File: config.mk
export PLATFORM = sky130hd
export DESIGN_NAME = i2c_rx_flag_handling
export DESIGN_NICKNAME = d
export VERILOG_FILES = /design/src/verilog/pin_sync2.v /design/src/verilog/i2c_rx_flag_handling.v
export VERILOG_INCLUDE_DIRS = /design/src /design/src/verilog
export SDC_FILE = /design/constraint.sdc
export NUM_CORES = 1
export LEC_CHECK = 0
export ABC_AREA = 1
export ABC_CLOCK_PERIOD_IN_PS = 1750
export BUFFER_PORTS_ARGS = -buffer_cell sky130_fd_sc_hd__buf_2
export CORE_UTILIZATION = 35
export DETAILED_ROUTE_END_ITERATION = 8
export PLACE_DENSITY = 0.65
export SLEW_MARGIN = 20
export SYNTH_ARGS = -nofsm -noshare
export SYNTH_HDL_FRONTEND = slang
export SYNTH_SLANG_ARGS = --single-unit
File: constraint.sdc
create_clock -name ref_clk -period 1.75 [get_ports ref_clk]
set_input_delay 0.35 -clock ref_clk [delete_from_list [all_inputs] [get_ports ref_clk]]
set_output_delay 0.35 -clock ref_clk [all_outputs]
set_load 0.02 [all_outputs]
File: src/verilog/i2c_rx_regs.vh
// constants for the i2c receive and flag block
// assumes inclusion by bare name from verilog/ sources
`ifndef I2C_RX_REGS_VH
`define I2C_RX_REGS_VH

// bits per data byte and the counter value of the acknowledge slot
`define BITS_PER_BYTE 4'h8
`define ACK_SLOT_CNT 4'h9
// count of bits already sampled while the seventh bit is on the wire
`define BIT7_WINDOW_CNT 4'h6
// cpu cycles after an interrupt request during which it must not vanish
`define IRQ_GUARD_CYCLES 3'h6
// reset values
`define BYTE_RESET 8'h00
`define CNT_RESET 4'h0

`endif

File: src/verilog/pin_sync2.v
// two-stage synchroniser for pin levels
// assumes inputs are asynchronous to clk; outputs are clk-domain levels
`timescale 1ns/1ps
`default_nettype none

module pin_sync2 #(
    parameter WIDTH = 2
) (
    input wire clk,
    input wire rst_n,
    input wire [WIDTH-1:0] async_in,
    output wire [WIDTH-1:0] sync_out
);

    // first stage is read only by the second stage
    reg [WIDTH-1:0] meta_ff;
    reg [WIDTH-1:0] sync_ff;

    // idle i2c lines are high, so reset to ones to avoid false edges
    always @(posedge clk)
    begin
        if (!rst_n)
        begin
            meta_ff <= {WIDTH{1'b1}};
            sync_ff <= {WIDTH{1'b1}};
        end
        else
        begin
            meta_ff <= async_in;
            sync_ff <= meta_ff;
        end
    end

    assign sync_out = sync_ff;

endmodule // pin_sync2

`default_nettype wire

File: src/verilog/i2c_rx_flag_handling.v
// i2c receive path with double buffering and bus-event flags
// assumes scl/sda pins asynchronous to ref_clk; cpu strobes on ref_clk
`timescale 1ns/1ps
`default_nettype none
`include "i2c_rx_regs.vh"

module i2c_rx_flag_handling #(
    parameter WINDOW_ABORT = 1
) (
    input wire ref_clk,
    input wire rst_n,
    input wire scl_in,
    input wire sda_in,
    output wire scl_out,
    output wire scl_oe,
    output wire sda_out,
    output wire sda_oe,
    input wire master_mode,
    input wire tx_mode,
    input wire tx_flag_set,
    input wire clr_tx,
    input wire clr_stop,
    input wire clr_start,
    input wire clr_nack,
    input wire rx_read,
    input wire ie_tx,
    input wire ie_stop,
    input wire ie_start,
    input wire ie_nack,
    input wire ie_rx,
    input wire irq_ack,
    output wire [7:0] receive_buffer_reg,
    output wire rx_ready_flag,
    output wire tx_ready_flag,
    output wire stop_seen_flag,
    output wire start_seen_flag,
    output wire nack_seen_flag,
    output wire rx_error_flag,
    output wire scl_held_low_indicator,
    output wire irq,
    output wire irq_spurious
);

    // ==========================================================
    // states
    localparam [4:0] ST_IDLE = 5'b00001;
    localparam [4:0] ST_SHIFT = 5'b00010;
    localparam [4:0] ST_ACK = 5'b00100;
    localparam [4:0] ST_STALL = 5'b01000;
    localparam [4:0] ST_ABORT = 5'b10000;

    // ==========================================================
    // pin sampling and bus events
    wire [1:0] pins_s;
    wire scl_s;
    wire sda_s;
    reg scl_d_ff;
    reg sda_d_ff;

    pin_sync2 #(
        .WIDTH(2)
    ) u_sync (
        .clk(ref_clk),
        .rst_n(rst_n),
        .async_in({scl_in, sda_in}),
        .sync_out(pins_s)
    );

    assign scl_s = pins_s[1];
    assign sda_s = pins_s[0];

    always @(posedge ref_clk)
    begin
        if (!rst_n)
        begin
            scl_d_ff <= 1'b1;
            sda_d_ff <= 1'b1;
        end
        else
        begin
            scl_d_ff <= scl_s;
            sda_d_ff <= sda_s;
        end
    end

    wire scl_rise = scl_s & ~scl_d_ff;
    wire scl_fall = ~scl_s & scl_d_ff;
    wire start_ev = scl_s & scl_d_ff & sda_d_ff & ~sda_s;
    wire stop_ev = scl_s & scl_d_ff & ~sda_d_ff & sda_s;

    // ==========================================================
    // receive state machine
    reg [4:0] state_ff;
    reg [4:0] nxt_state;
    reg [3:0] bitcnt_ff;
    reg [3:0] nxt_bitcnt;
    reg [7:0] shift_ff;
    reg [7:0] nxt_shift;
    reg [7:0] rxbuf_ff;
    reg [7:0] nxt_rxbuf;
    reg rx_full_ff;
    reg rx_err_ff;
    reg load_buf;
    reg collide;
    reg nack_ev;

    always @*
    begin
        nxt_state = state_ff;
        nxt_bitcnt = bitcnt_ff;
        nxt_shift = shift_ff;
        nxt_rxbuf = rxbuf_ff;
        load_buf = 1'b0;
        collide = 1'b0;
        nack_ev = 1'b0;
        case (state_ff)
            ST_IDLE:
            begin
                nxt_bitcnt = `CNT_RESET;
            end
            ST_SHIFT:
            begin
                // a read that empties the buffer during bit seven upsets the core
                if (WINDOW_ABORT != 0 && !tx_mode && rx_read && rx_full_ff &&
                    bitcnt_ff == `BIT7_WINDOW_CNT)
                begin
                    collide = 1'b1;
                    nxt_state = master_mode ? ST_IDLE : ST_ABORT;
                end
                else if (scl_rise && bitcnt_ff < `BITS_PER_BYTE)
                begin
                    nxt_shift = {shift_ff[6:0], sda_s};
                    nxt_bitcnt = bitcnt_ff + 4'h1;
                end
                else if (tx_mode && scl_rise && bitcnt_ff == `BITS_PER_BYTE)
                begin
                    nack_ev = sda_s;
                    nxt_bitcnt = `ACK_SLOT_CNT;
                end
                else if (tx_mode && scl_fall && bitcnt_ff == `ACK_SLOT_CNT)
                begin
                    nxt_bitcnt = `CNT_RESET;
                end
                else if (!tx_mode && scl_fall && bitcnt_ff == `BITS_PER_BYTE)
                begin
                    // buffer free (or being read now): move byte, then ack
                    if (!rx_full_ff || rx_read)
                    begin
                        load_buf = 1'b1;
                        nxt_rxbuf = shift_ff;
                        nxt_state = ST_ACK;
                    end
                    else
                    begin
                        nxt_state = ST_STALL;
                    end
                end
            end
            ST_STALL:
            begin
                if (rx_read)
                begin
                    load_buf = 1'b1;
                    nxt_rxbuf = shift_ff;
                    nxt_state = ST_ACK;
                end
            end
            ST_ACK:
            begin
                if (scl_fall)
                begin
                    nxt_bitcnt = `CNT_RESET;
                    nxt_state = ST_SHIFT;
                end
            end
            ST_ABORT:
            begin
                // slave leaves sda released in the ack slot, which is a nack
                if (scl_fall && bitcnt_ff == `ACK_SLOT_CNT)
                    nxt_state = ST_IDLE;
                else if (scl_rise && bitcnt_ff < `ACK_SLOT_CNT)
                    nxt_bitcnt = bitcnt_ff + 4'h1;
            end
            default:
            begin
                nxt_state = ST_IDLE;
            end
        endcase
        if (start_ev)
        begin
            nxt_state = ST_SHIFT;
            nxt_bitcnt = `CNT_RESET;
        end
        else if (stop_ev)
        begin
            nxt_state = ST_IDLE;
        end
    end

    always @(posedge ref_clk)
    begin
        if (!rst_n)
        begin
            state_ff <= ST_IDLE;
            bitcnt_ff <= `CNT_RESET;
            shift_ff <= `BYTE_RESET;
            rxbuf_ff <= `BYTE_RESET;
            rx_full_ff <= 1'b0;
            rx_err_ff <= 1'b0;
        end
        else
        begin
            state_ff <= nxt_state;
            bitcnt_ff <= nxt_bitcnt;
            shift_ff <= nxt_shift;
            rxbuf_ff <= nxt_rxbuf;
            // load wins over a read in the same cycle
            rx_full_ff <= load_buf | (rx_full_ff & ~rx_read);
            // byte in flight is lost; cleared by the next start
            rx_err_ff <= collide | (rx_err_ff & ~start_ev);
        end
    end

    // ==========================================================
    // event flags
    reg tx_flag_ff;
    reg stop_flag_ff;
    reg start_flag_ff;
    reg nack_flag_ff;
    reg nack_pend_ff;

    always @(posedge ref_clk)
    begin
        if (!rst_n)
        begin
            tx_flag_ff <= 1'b0;
            stop_flag_ff <= 1'b0;
            start_flag_ff <= 1'b0;
            nack_flag_ff <= 1'b0;
            nack_pend_ff <= 1'b0;
        end
        else
        begin
            nack_pend_ff <= nack_ev | (nack_pend_ff & ~scl_fall);
            tx_flag_ff <= tx_flag_set |
                (tx_flag_ff & ~clr_tx & ~(nack_pend_ff & scl_fall));
            stop_flag_ff <= stop_ev | (stop_flag_ff & ~clr_stop & ~start_ev);
            start_flag_ff <= start_ev | (start_flag_ff & ~clr_start);
            nack_flag_ff <= nack_ev | (nack_flag_ff & ~clr_nack & ~start_ev);
        end
    end

    // ==========================================================
    // interrupt request with entry guard
    // once raised the request stays up for the guard time, so a flag
    // auto-cleared meanwhile cannot yank it mid-entry; the cpu instead
    // sees irq_spurious and returns without acting
    wire irq_src = (tx_flag_ff & ie_tx) | (stop_flag_ff & ie_stop) |
        (start_flag_ff & ie_start) | (nack_flag_ff & ie_nack) |
        (rx_full_ff & ie_rx);
    reg irq_src_d_ff;
    reg [2:0] guard_ff;
    reg spurious_ff;

    always @(posedge ref_clk)
    begin
        if (!rst_n)
        begin
            irq_src_d_ff <= 1'b0;
            guard_ff <= 3'h0;
            spurious_ff <= 1'b0;
        end
        else
        begin
            irq_src_d_ff <= irq_src;
            if (irq_src & ~irq_src_d_ff)
                guard_ff <= `IRQ_GUARD_CYCLES;
            else if (guard_ff != 3'h0)
                guard_ff <= guard_ff - 3'h1;
            // flag vanished while request was guarded
            if (~irq_src & irq_src_d_ff & (guard_ff != 3'h0))
                spurious_ff <= 1'b1;
            else if (irq_ack)
                spurious_ff <= 1'b0;
        end
    end

    // ==========================================================
    // outputs
    assign irq = irq_src | (guard_ff != 3'h0);
    assign irq_spurious = spurious_ff;
    assign scl_out = 1'b0;
    assign scl_oe = (state_ff == ST_STALL);
    assign sda_out = 1'b0;
    // ack must stand through the ninth clock high phase; scl fall ends ST_ACK
    assign sda_oe = (state_ff == ST_ACK);
    assign receive_buffer_reg = rxbuf_ff;
    assign rx_ready_flag = rx_full_ff;
    assign tx_ready_flag = tx_flag_ff;
    assign stop_seen_flag = stop_flag_ff;
    assign start_seen_flag = start_flag_ff;
    assign nack_seen_flag = nack_flag_ff;
    assign rx_error_flag = rx_err_ff;
    assign scl_held_low_indicator = ~scl_s;

endmodule // i2c_rx_flag_handling

`default_nettype wire

After elaboration in Yosys (flattened, before gate mapping)
Index checks and enable logic that the tools add are counted.
{"block": "word_totals", "out_inout_bits": 21, "register_bits": 43}
{"block": "classes", "n_lt_le_gt_ge": 2, "add_sub_neg": 2, "bitwise": 55, "eq_ne": 32, "n_reduce_logical": 28, "mux": 47}
{"op": "8-bit 2-to-1 mux", "n": 7}
{"op": "5-bit 2-to-1 mux", "n": 9}
{"op": "4-bit 2-to-1 mux", "n": 8}
{"op": "1-bit bitwise AND", "n": 26}
{"op": "5-bit case mux with 5 select lines", "n": 1}
{"op": "8-bit AND reduction", "n": 3}
{"op": "5-bit inequality test, second input constant", "n": 4}
{"op": "2-bit inequality test, second input constant", "n": 9}
{"op": "1-bit inverter", "n": 17}
{"op": "4-bit case mux with 4 select lines", "n": 1}
{"op": "8-bit case mux with 2 select lines", "n": 1}
{"op": "1-bit 2-to-1 mux", "n": 15}
{"op": "3-bit inequality test, second input constant", "n": 5}
{"op": "1-bit logical AND", "n": 12}
{"op": "1-bit OR", "n": 12}
{"op": "4-bit == test, second input constant", "n": 2}
{"op": "4-bit less-than comparator, second input constant", "n": 2}
{"op": "4-bit by 1-bit inequality test with 1-bit output, second input constant", "n": 2}
{"op": "4-bit inequality test, second input constant", "n": 2}
{"op": "3-bit 2-to-1 mux", "n": 2}
{"op": "6-bit AND reduction", "n": 1}
{"op": "2-bit nonzero test", "n": 3}
{"op": "5-bit by 1-bit == test with 1-bit output, second input constant", "n": 1}
{"op": "5-bit by 2-bit == test with 1-bit output, second input constant", "n": 1}
{"op": "16 further kinds", "n": 20}

Logic depth before layout (Yosys ltp)
Gate-level depths: netlist of the first run.
{"block": "logic_depth", "depth_word": 12, "depth_mapped": 12, "mapped_depth_nobuf": 12}

By module
From an unflattened synthesis of the first run, not the netlist that was laid out.
{"block": "unflattened", "cells_unflattened": 314, "hier_area_um2": 2182.1}
{"module": "i2c_rx_flag_handling", "instances": 1, "area_each_um2": 2072.0, "cells_per_inst": 302}
{"module": "pin_sync2", "instances": 1, "area_each_um2": 110.1, "cells_per_inst": 12}

Worst setup path before layout of the first run
No wires, ideal clock.
{"block": "synth_path", "kind": "register -> register", "startpoint": "reg bitcnt_ff[0]", "endpoint": "reg bitcnt_ff[0]", "n_path_buf": 0, "arrival_ns": 1.270, "path_slack_ns": 0.364, "path_stages_with_launch": 13, "t_required_ns": 1.634, "synth_period_minus_slack_ns": 1.386, "cell_sequence": "dfxtp_1 > inv_1 > ha_1 > nand3_1 > inv_1 > nand2_1 > nand2_1 > nor2_2 > nor2_4 > nand2_4 > nand2_1 > nand2_1 > nor2_1"}
{"block": "synth_via", "elab_chain_len": 6}
{"item": "start: declaration", "line_no": "i2c_rx_flag_handling.v:95", "rtl": "reg [3:0] bitcnt_ff;"}
{"item": "start signal: assignment", "line_no": "i2c_rx_flag_handling.v:205", "rtl": "bitcnt_ff <= `CNT_RESET;"}
{"item": "start signal: assignment", "line_no": "i2c_rx_flag_handling.v:214", "rtl": "bitcnt_ff <= nxt_bitcnt;"}
{"item": "parallel branches: the longest is 6 deep, another holds 4-bit less-than comparator"}
Parallel ways; which one is timed is not known. The select of a mux whose other input is x is not followed.
A chain may end at the register's enable or synchronous reset.

Final worst setup path of the first run
{"block": "layout_path", "startpoint": "reg rx_full_ff, in the netlist rx_ready_flag", "endpoint": "out irq"}
{"block": "layout_via", "elab_chain_len": 3}
{"item": "start: declaration", "line_no": "i2c_rx_flag_handling.v:101", "rtl": "reg rx_full_ff;"}
{"item": "start signal: assignment", "line_no": "i2c_rx_flag_handling.v:218", "rtl": "rx_full_ff <= load_buf | (rx_full_ff & ~rx_read);"}
{"item": "1-bit bitwise AND", "line_no": "i2c_rx_flag_handling.v:260", "rtl": "(rx_full_ff & ie_rx);"}
{"item": "1-bit OR", "line_no": "i2c_rx_flag_handling.v:259", "rtl": "(start_flag_ff & ie_start) | (nack_flag_ff & ie_nack) |"}
{"item": "1-bit OR", "line_no": "i2c_rx_flag_handling.v:290", "rtl": "assign irq = irq_src | (guard_ff != 3'h0);"}
{"item": "end: declaration", "line_no": "i2c_rx_flag_handling.v:40", "rtl": "output wire irq,"}
No other way between the ends.

==> metrics.md, run 1 <==
| Metric | Value |
|---|---|
| Final setup vio count | `0` |
| P per Cell Area | `792.7 nW/um^2` |
| Worst-case clock buffer depth | `2` |
| Share of power burned in registers | `52.1%` |
| Hold Fails Final Rpt | `0` |
| Area of the multi-input gates | `1157 sq um` |
| Vias | `1993` |
| Crit path max-delay cell type | `dfxtp_1` |
| Crit path kind | `flip-flop to primary output` |
| Switching pwr | `588.7 uW` |
| Synth Warn # | `0` |
| Setup TNS | `0 ps` |
| Core area | `5991 sq um` |
| Storage cell area | `between 800 and 900 sq um` |
| GRT Util Overall | `about 15%` |
| Max Slew Vio Count | `0` |
| R2r startpoint | `bitcnt_ff[0]` |
| Stages on worst setup path | `6` |
| Buffers added on ports | `36` |
| Mapped Area | `approximately 2200 sq um` |
| H-tree levels | `2` |
| ANT cells | `0` |
| CP Data Required Time | `1400 ps` |
| Worst R2R Setup Slack | `roughly 150 ps` |
| R2R cell count | `11` |
| P_int | `1438 uW` |
| CP Max Fanout | `4` |
| # clock sinks | `43` |
| Crit-path max cell delay | `roughly 360 ps` |
| Most used cell, CP | `nand2_1` |
| Power share of the clock group | `30.9%` |
| Routed Antenna Nets | `0` |
| Area post-placement | `between 2000 and 2500 sq um` |
| Sw Share | `29.05%` |
| #FFs+latches synth | `43` |
| Seq/Total Area, Yosys | `39.00%` |
| CP endpoint kind | `primary output` |
| Worst slew pin tran | `580.4 ps` |
| Hold EP | `u_sync.meta_ff[1]` |
| Row cnt | `28` |
| Max-cap violations | `0` |
| Initial DRC Count | `97` |
| RSZ-0062 raised after global routing | `no` |
| Comb pwr share | `17.0%` |
| Power, Total | `2026 uW` |
| DR vias/cell | `4.667` |
| Final #Nets | `~380` |
| Unique masters post-synth | `31` |
| Area growth syn-to-layout | `15.82%` |
| First-pass GRT wire length | `around 7600 microns` |
| Root Buffer | `clkbuf_8` |
| Critical hold path startpoint | `scl_in` |
| Reg-to-reg endpoint | `receive_buffer_reg[2]` |
| Wire length per cell | `approximately 11 microns` |
| Die width | `81.41 microns` |
| Post-Route WL | `between 4000 and 5000 microns` |
| Leak | `0.001312 uW` |
| TritonRoute pass-1 iters | `4` |
| Setup repair bufs after CTS | `0` |
| Die Y | `81.41 microns` |
| Clk_lat worst skew | `300 ps` |
| Syn_area_per_cell | `7.120 sq um` |
| Vias in the first global route | `1644` |
| Syn Inst Count | `310` |
| Crit path DAT | `1310 ps` |
| Outcome | `complete, no violations` |
| CP top delay family | `simple AND/OR/NAND/NOR gates` |
| Hold Path Cell Cnt | `2` |
| Fill count | `601` |
| TritonCTS Buffers | `5` |
| Slew headroom | `61.01%` |
| Io pins | `39` |
| Final HPWL DP | `3666 microns` |
| Worst path cell trace | `nand2_1 -> nand2_1 -> a21oi_1 -> and3_2 -> nand2_1 -> buf_2` |
| CTS tree | `built` |
| Tmin final | `approximately 1700 ps` |
| Fraction of layout cells with a size suffix above 1 | `24.15%` |
| Buffers & Inverters on Critical Path | `1` |
| Final cycle utilization of the critical path | `about 95%` |
| Clock skew | `5.985 ps` |
| Worst Hold Class | `primary input to flip-flop` |
| Gpl congestion | `0.8450` |
| Max Freq | `601.5 MHz` |
| VDD IR max | `around 0.66 mV` |
| Initial antenna violation count | `0` |
| Die area | `6628 sq um` |
| Initial Util | `36.84%` |
| Design area | `2556 sq um` |
| CTS clock-pin slew for the worst setup and hold paths | `90 ps` |
| CP Launch Type | `flip-flop` |
| Grt ovf | `0` |
| Largest net degree at the start of global routing | `22` |
| # DRC | `0` |
[logic make-up (layout without fill, tap and decap cells)]
| group | Yosys count | in the layout | share of synthesized area [%] |
|---|---|---|---|
| flip-flops | 43 | 43 | 39.00 |
| buffers and inverters | 45 | 86 | 8.900 |
| AO/OA/AOI/OAI | 37 | 37 | 8.617 |
| AND/OR/NAND/NOR | 176 | 176 | 39.12 |
| XOR/XNOR | 2 | 2 | 0.7938 |
| adder cells (fa/ha/maj) | 6 | 6 | 3.401 |
| other | 1 | 2 | 0.1699 |
[layout make-up]
class                   instances  share of cell area (%)
clock buffers                   6                   2.839
clock inverters                 2                  0.4895
inverters                      38                   5.776
multi-input cells             223                   45.28
flip-flops and latches         43                   33.72
well taps                      75                   3.671
repair buffers                 40                   8.223
[per-layer routing]
layer  up-vias  wire length (microns)  GRT usage, %
met5         -                      0             0
met4         0                     74         6.607
met3         7                    256         3.000
met2        38                   2113         22.42
met1       890                   2350         20.42
li1       1058                      -             -
[repair_timing]
| item | 4_1_cts | 5_1_grt |
|---|---|---|
| endpoints found under the hold margin | 0 | 0 |
| hold buffers | 0 | 0 |
| setup endpoints to repair | 0 | 3 |
| gates resized for setup | 0 | 3 |
[power groups by stage]
stage,clock [uW],sequential [uW],combinational (uW)
4_1_cts,638,1060,341
3_5_place_dp,0,1080,339
5_1_grt,686,1060,395
2_1_floorplan,0,1070,260
3_3_place_gp,0,1080,335
6_report,626,1060,345
[stage by stage]
| step | instances | hold WS [ps] | util, % | setup WS, ps |
|---|---|---|---|---|
| finish | 427 | 236.6 | 42.67 | 87.52 |
| global route | 427 | 237.4 | 42.67 | 13.09 |
| CTS | 427 | 227.3 | 42.59 | 57.13 |
| detailed placement | 419 | 401.9 | 41.17 | 164.7 |
| global placement | 419 | 397.2 | 41.17 | 200.0 |
| floorplan | 311 | 392.5 | - | 364.5 |
[cells in the final DEF (no fill, tap or decap), types with 5 or more instances in the layout]
| cell | n |
|---|---|
| clkbuf_8 | 5 |
| buf_2 | 36 |
| or2_2 | 5 |
| nand2_1 | 60 |
| nor2_4 | 7 |
| nor2_2 | 5 |
| dfxtp_1 | 42 |
| nand3_1 | 19 |
| nor2_1 | 52 |
| a21oi_1 | 13 |
| o21ai_0 | 19 |
| inv_2 | 6 |
| inv_1 | 30 |
| nor3_1 | 11 |
| ha_1 | 5 |
[worst register-to-register path, stage by stage, from the launching register on]
cell and delay, ps:
dfxtp_1 360, inv_1 130, ha_1 180, nand3_1 100, inv_1 100, nand3_2 100, nor2_2 100, nand2_2 70
nand2_4 130, inv_4 80, nor2_1 110, nor2_1 50
[cell usage after synthesis]
| cell type | number | area (sq um) |
|---|---|---|
| xor2_1 | 2 | 17.52 |
| nor2_1 | 52 | 195.2 |
| o21ai_1 | 3 | 15.01 |
| nand3_1 | 19 | 95.09 |
| dfxtp_1 | 43 | 860.8 |
| clkbuf_1 | 2 | 7.510 |
| buf_6 | 2 | 22.52 |
| inv_1 | 30 | 112.6 |
| nand2_1 | 60 | 225.2 |
| nand3_2 | 1 | 10.01 |
| nor2_4 | 7 | 78.83 |
| inv_2 | 6 | 22.52 |
| nor3_1 | 11 | 55.05 |
| nor2_2 | 5 | 31.28 |
| a21oi_1 | 13 | 65.06 |
| nand2_4 | 2 | 22.52 |
| inv_4 | 2 | 12.51 |
| or2_2 | 5 | 31.28 |
| o21ai_0 | 19 | 95.09 |
| nand2_2 | 4 | 25.02 |
| conb_1 | 1 | 3.750 |
| nand3b_4 | 1 | 20.02 |
| buf_4 | 2 | 15.01 |
| buf_1 | 1 | 3.750 |
| and3_1 | 1 | 6.260 |
| nor2_8 | 1 | 20.02 |
| a21oi_2 | 1 | 8.760 |
| nand4_1 | 4 | 25.02 |
| ha_1 | 6 | 75.07 |
| a31oi_1 | 1 | 6.260 |
| nand3b_1 | 3 | 22.52 |
[worst max path at each step]
stage,end,startpoint
3_3_place_gp,state_ff[2],bitcnt_ff[0]
3_5_place_dp,receive_buffer_reg[2],bitcnt_ff[0]
4_1_cts,irq,rx_ready_flag
5_1_grt,irq,rx_ready_flag
6_report,irq,rx_ready_flag
2_1_floorplan,bitcnt_ff[0],bitcnt_ff[0]
Power figures use the tool's default switching activity.
==> run 2: changes to the inputs <==
--- a/config.mk
+++ b/config.mk
@@ -8,7 +8,7 @@
 export LEC_CHECK = 0
 export ABC_AREA = 1
 export ABC_CLOCK_PERIOD_IN_PS = 1750
-export BUFFER_PORTS_ARGS = -buffer_cell sky130_fd_sc_hd__buf_2
+export BUFFER_PORTS_ARGS = -buffer_cell sky130_fd_sc_hd__buf_4
 export CORE_UTILIZATION = 35
 export DETAILED_ROUTE_END_ITERATION = 8
 export PLACE_DENSITY = 0.65
==> run 2 against run 1 <==
  * Via count rose by 0.40%
  * Clock power fell by 3%
  * Critical path type unchanged
  * Design area rose by 4.3%
  * Routed wire length rose by 0.69%
  * Sequential power barely moved
  * Clock skew rose by 5.4 ps
==> metrics.md, run 2 (synthesis gave the netlist of run 1 again) <==
| Metric | Value |
|---|---|
| Wire length per cell | `11.23 microns (about the same)` |
| Max Freq | `599.5 MHz (was 601.5 MHz)` |
| Worst Hold Class | `primary input to flip-flop (unchanged)` |
| Vias | `2001 (was 1993)` |
| Max Slew Vio Count | `0 (unchanged)` |
| Most common cell after layout, fill and taps aside | `nand2_1 (unchanged)` |
| CP Launch Type | `flip-flop (unchanged)` |
| R2r startpoint | `bitcnt_ff[0] (unchanged)` |
| Final HPWL DP | `3781 microns (was 3666 microns)` |
| GRT Util Overall | `15.62% (was 14.89%)` |
| Most used cell, CP | `nand2_1 (unchanged)` |
| Crit path kind | `flip-flop to primary output (unchanged)` |
| Gpl congestion | `0.8879 (was 0.8450)` |
| Final #Nets | `378 (was 375)` |
| ANT cells | `0 (unchanged)` |
| Clk_lat worst skew | `290 ps (was 300 ps)` |
| TritonCTS Buffers | `5 (unchanged)` |
| Fraction of layout cells with a size suffix above 1 | `24.79% (was 24.15%)` |
| Worst R2R Setup Slack | `170 ps (was 150 ps)` |
| Max-cap violations | `0 (unchanged)` |
| Stages on worst setup path | `6 (unchanged)` |
| R2R cell count | `11 (unchanged)` |
| Die Y | `81.41 microns (unchanged)` |
| Area of the multi-input gates | `1157 sq um (unchanged)` |
| Power, Total | `2040 uW (was 2026 uW)` |
| Setup TNS | `0 ps (unchanged)` |
| Crit path DAT | `1320 ps (was 1310 ps)` |
| Outcome | `complete, no violations (unchanged)` |
| Initial antenna violation count | `0 (unchanged)` |
| VDD IR max | `0.5025 mV (was 0.6601 mV)` |
| Setup repair bufs after CTS | `0 (unchanged)` |
| Critical path endpoint | `irq (unchanged)` |
| RSZ-0062 raised after global routing | `no (unchanged)` |
| Root Buffer | `clkbuf_8 (unchanged)` |
| Worst Setup SP | `rx_ready_flag (unchanged)` |
| Routed Antenna Nets | `0 (unchanged)` |
| Buffers added on ports | `36 (unchanged)` |
| Vias in the first global route | `1766 (was 1644)` |
| Reg-to-reg endpoint | `receive_buffer_reg[3] (was receive_buffer_reg[2])` |
| Worst-case clock buffer depth | `2 (unchanged)` |
| Die area | `6628 sq um (unchanged)` |
| CP top delay family | `simple AND/OR/NAND/NOR gates (unchanged)` |
| CP Max Fanout | `4 (unchanged)` |
| DR vias/cell | `4.653 (was 4.667)` |
| # hold bufs at CTS | `0 (unchanged)` |
| Row cnt | `28 (unchanged)` |
| Post-cts resize count | `0 (unchanged)` |
| Final cycle utilization of the critical path | `95.32% (was 95.00%)` |
| H-tree levels | `2 (unchanged)` |
| # DRC | `0 (unchanged)` |
| Crit-path max cell delay | `370 ps (was 360 ps)` |
| Io pins | `39 (unchanged)` |
| CTS tree | `built (unchanged)` |
| Grt ovf | `0 (unchanged)` |
| TritonRoute pass-1 iters | `4 (unchanged)` |
| Post-Route WL | `4827 microns (was 4794 microns)` |
| Leak | `0.001348 uW (was 0.001312 uW)` |
| Area growth syn-to-layout | `20.81% (was 15.82%)` |
| CP Data Required Time | `1400 ps (about the same)` |
| Initial DRC Count | `127 (was 97)` |
| Final setup vio count | `0 (unchanged)` |
| Die width | `81.41 microns (unchanged)` |
| First-pass GRT wire length | `7955 microns (was 7555 microns)` |
| Fill count | `630 (was 601)` |
| Tmin final | `1668 ps (was 1662 ps)` |
| Clock skew | `11.38 ps (was 5.985 ps)` |
| Buffers & Inverters on Critical Path | `1 (unchanged)` |
| Hold Fails Final Rpt | `0 (unchanged)` |
| Largest net degree at the start of global routing | `22 (unchanged)` |
| Most frequent cells in the layout | `60 x nand2_1, 52 x nor2_1, 43 x dfxtp_1, 43 x buf_4, 30 x inv_1 (was 60 x nand2_1, 52 x nor2_1, 42 x dfxtp_1, 36 x buf_2, 30 x inv_1)` |
| Core area | `5991 sq um (unchanged)` |
| Worst path cell trace | `nand2_1 -> nand2_1 -> a21oi_1 -> and3_2 -> nand2_1 -> buf_4 (was nand2_1 -> nand2_1 -> a21oi_1 -> and3_2 -> nand2_1 -> buf_2)` |
| Initial Util | `36.84% (unchanged)` |
| CTS clock-pin slew for the worst setup and hold paths | `90 ps (about the same)` |
| Storage cell area | `860.8 sq um (was 862.1 sq um)` |
| CP endpoint kind | `primary output (unchanged)` |
| P per Cell Area | `765.2 nW/um^2 (was 792.7 nW/um^2)` |
| Crit path max-delay cell type | `dfxtp_1 (unchanged)` |
| # clock sinks | `43 (unchanged)` |
## run 2: routing by layer
metal / up-vias / wire [microns] / GRT usage, %
li1: 1063 / - / -
met1: 890 / 2294 / 21.30
met2: 44 / 2205 / 24.33
met3: 4 / 270 / 3.333
met4: 0 / 57 / 5.179
met5: - / 0 / 0
## run 2: worst reg2reg max path: stages, from the launching register on
cell and delay (ps):
dfxtp_1 360, inv_1 140, ha_1 180, nand3_1 100, inv_1 100, nand3_2 90
nor2_2 100, nand2_2 70, nand2_4 120, inv_4 70, nor2_1 90, nor2_1 50
## run 2: how the worst min path moves through the flow
| stage | startpoint | end | slack [ps] | cells past startpoint |
|---|---|---|---|---|
| after floorplan | u_sync.meta_ff[0] | u_sync.sync_out[0] | 390 | 1 |
| after global placement | u_sync.meta_ff[1] | u_sync.sync_out[1] | 400 | 1 |
| after detailed placement | u_sync.meta_ff[1] | u_sync.sync_out[1] | 400 | 1 |
| after CTS | sda_in | u_sync.meta_ff[0] | 230 | 2 |
| after global routing | sda_in | u_sync.meta_ff[0] | 230 | 2 |
| final | sda_in | u_sync.meta_ff[0] | 240 | 2 |
## run 2: power breakdown
part / internal [uW] / total (uW) / leakage, uW / switching [uW]
combinational: 162 / 375 / 0.000951 / 213
sequential: 1020 / 1050 / 0.000349 / 33.8
clock: 274 / 610 / 0.0000477 / 337
total: 1460 / 2040 / 0.00135 / 584
## run 2: layout make-up
cell class,count,share of cell area [%]
Tap cell,75,3.519
Multi-Input combinational cell,223,43.41
Timing Repair Buffer,43,12.11
Sequential cell,43,32.29
Clock buffer,5,2.581
Inverter,38,5.537
Clock inverter,3,0.5631
## run 2: through the flow
stage | setup slack [ps] | area [sq um] | hold slack (ps) | cells | utilization (%)
2_1_floorplan | 364.5 | 2211 | 392.5 | 311 | -
3_3_place_gp | 225.3 | 2579 | 396.0 | 422 | 43.05
4_1_cts | 52.64 | 2663 | 233.9 | 430 | 44.44
3_5_place_dp | 190.3 | 2579 | 400.9 | 422 | 43.05
5_1_grt | 5.516 | 2666 | 226.8 | 430 | 44.51
6_report | 81.84 | 2666 | 241.1 | 430 | 44.51
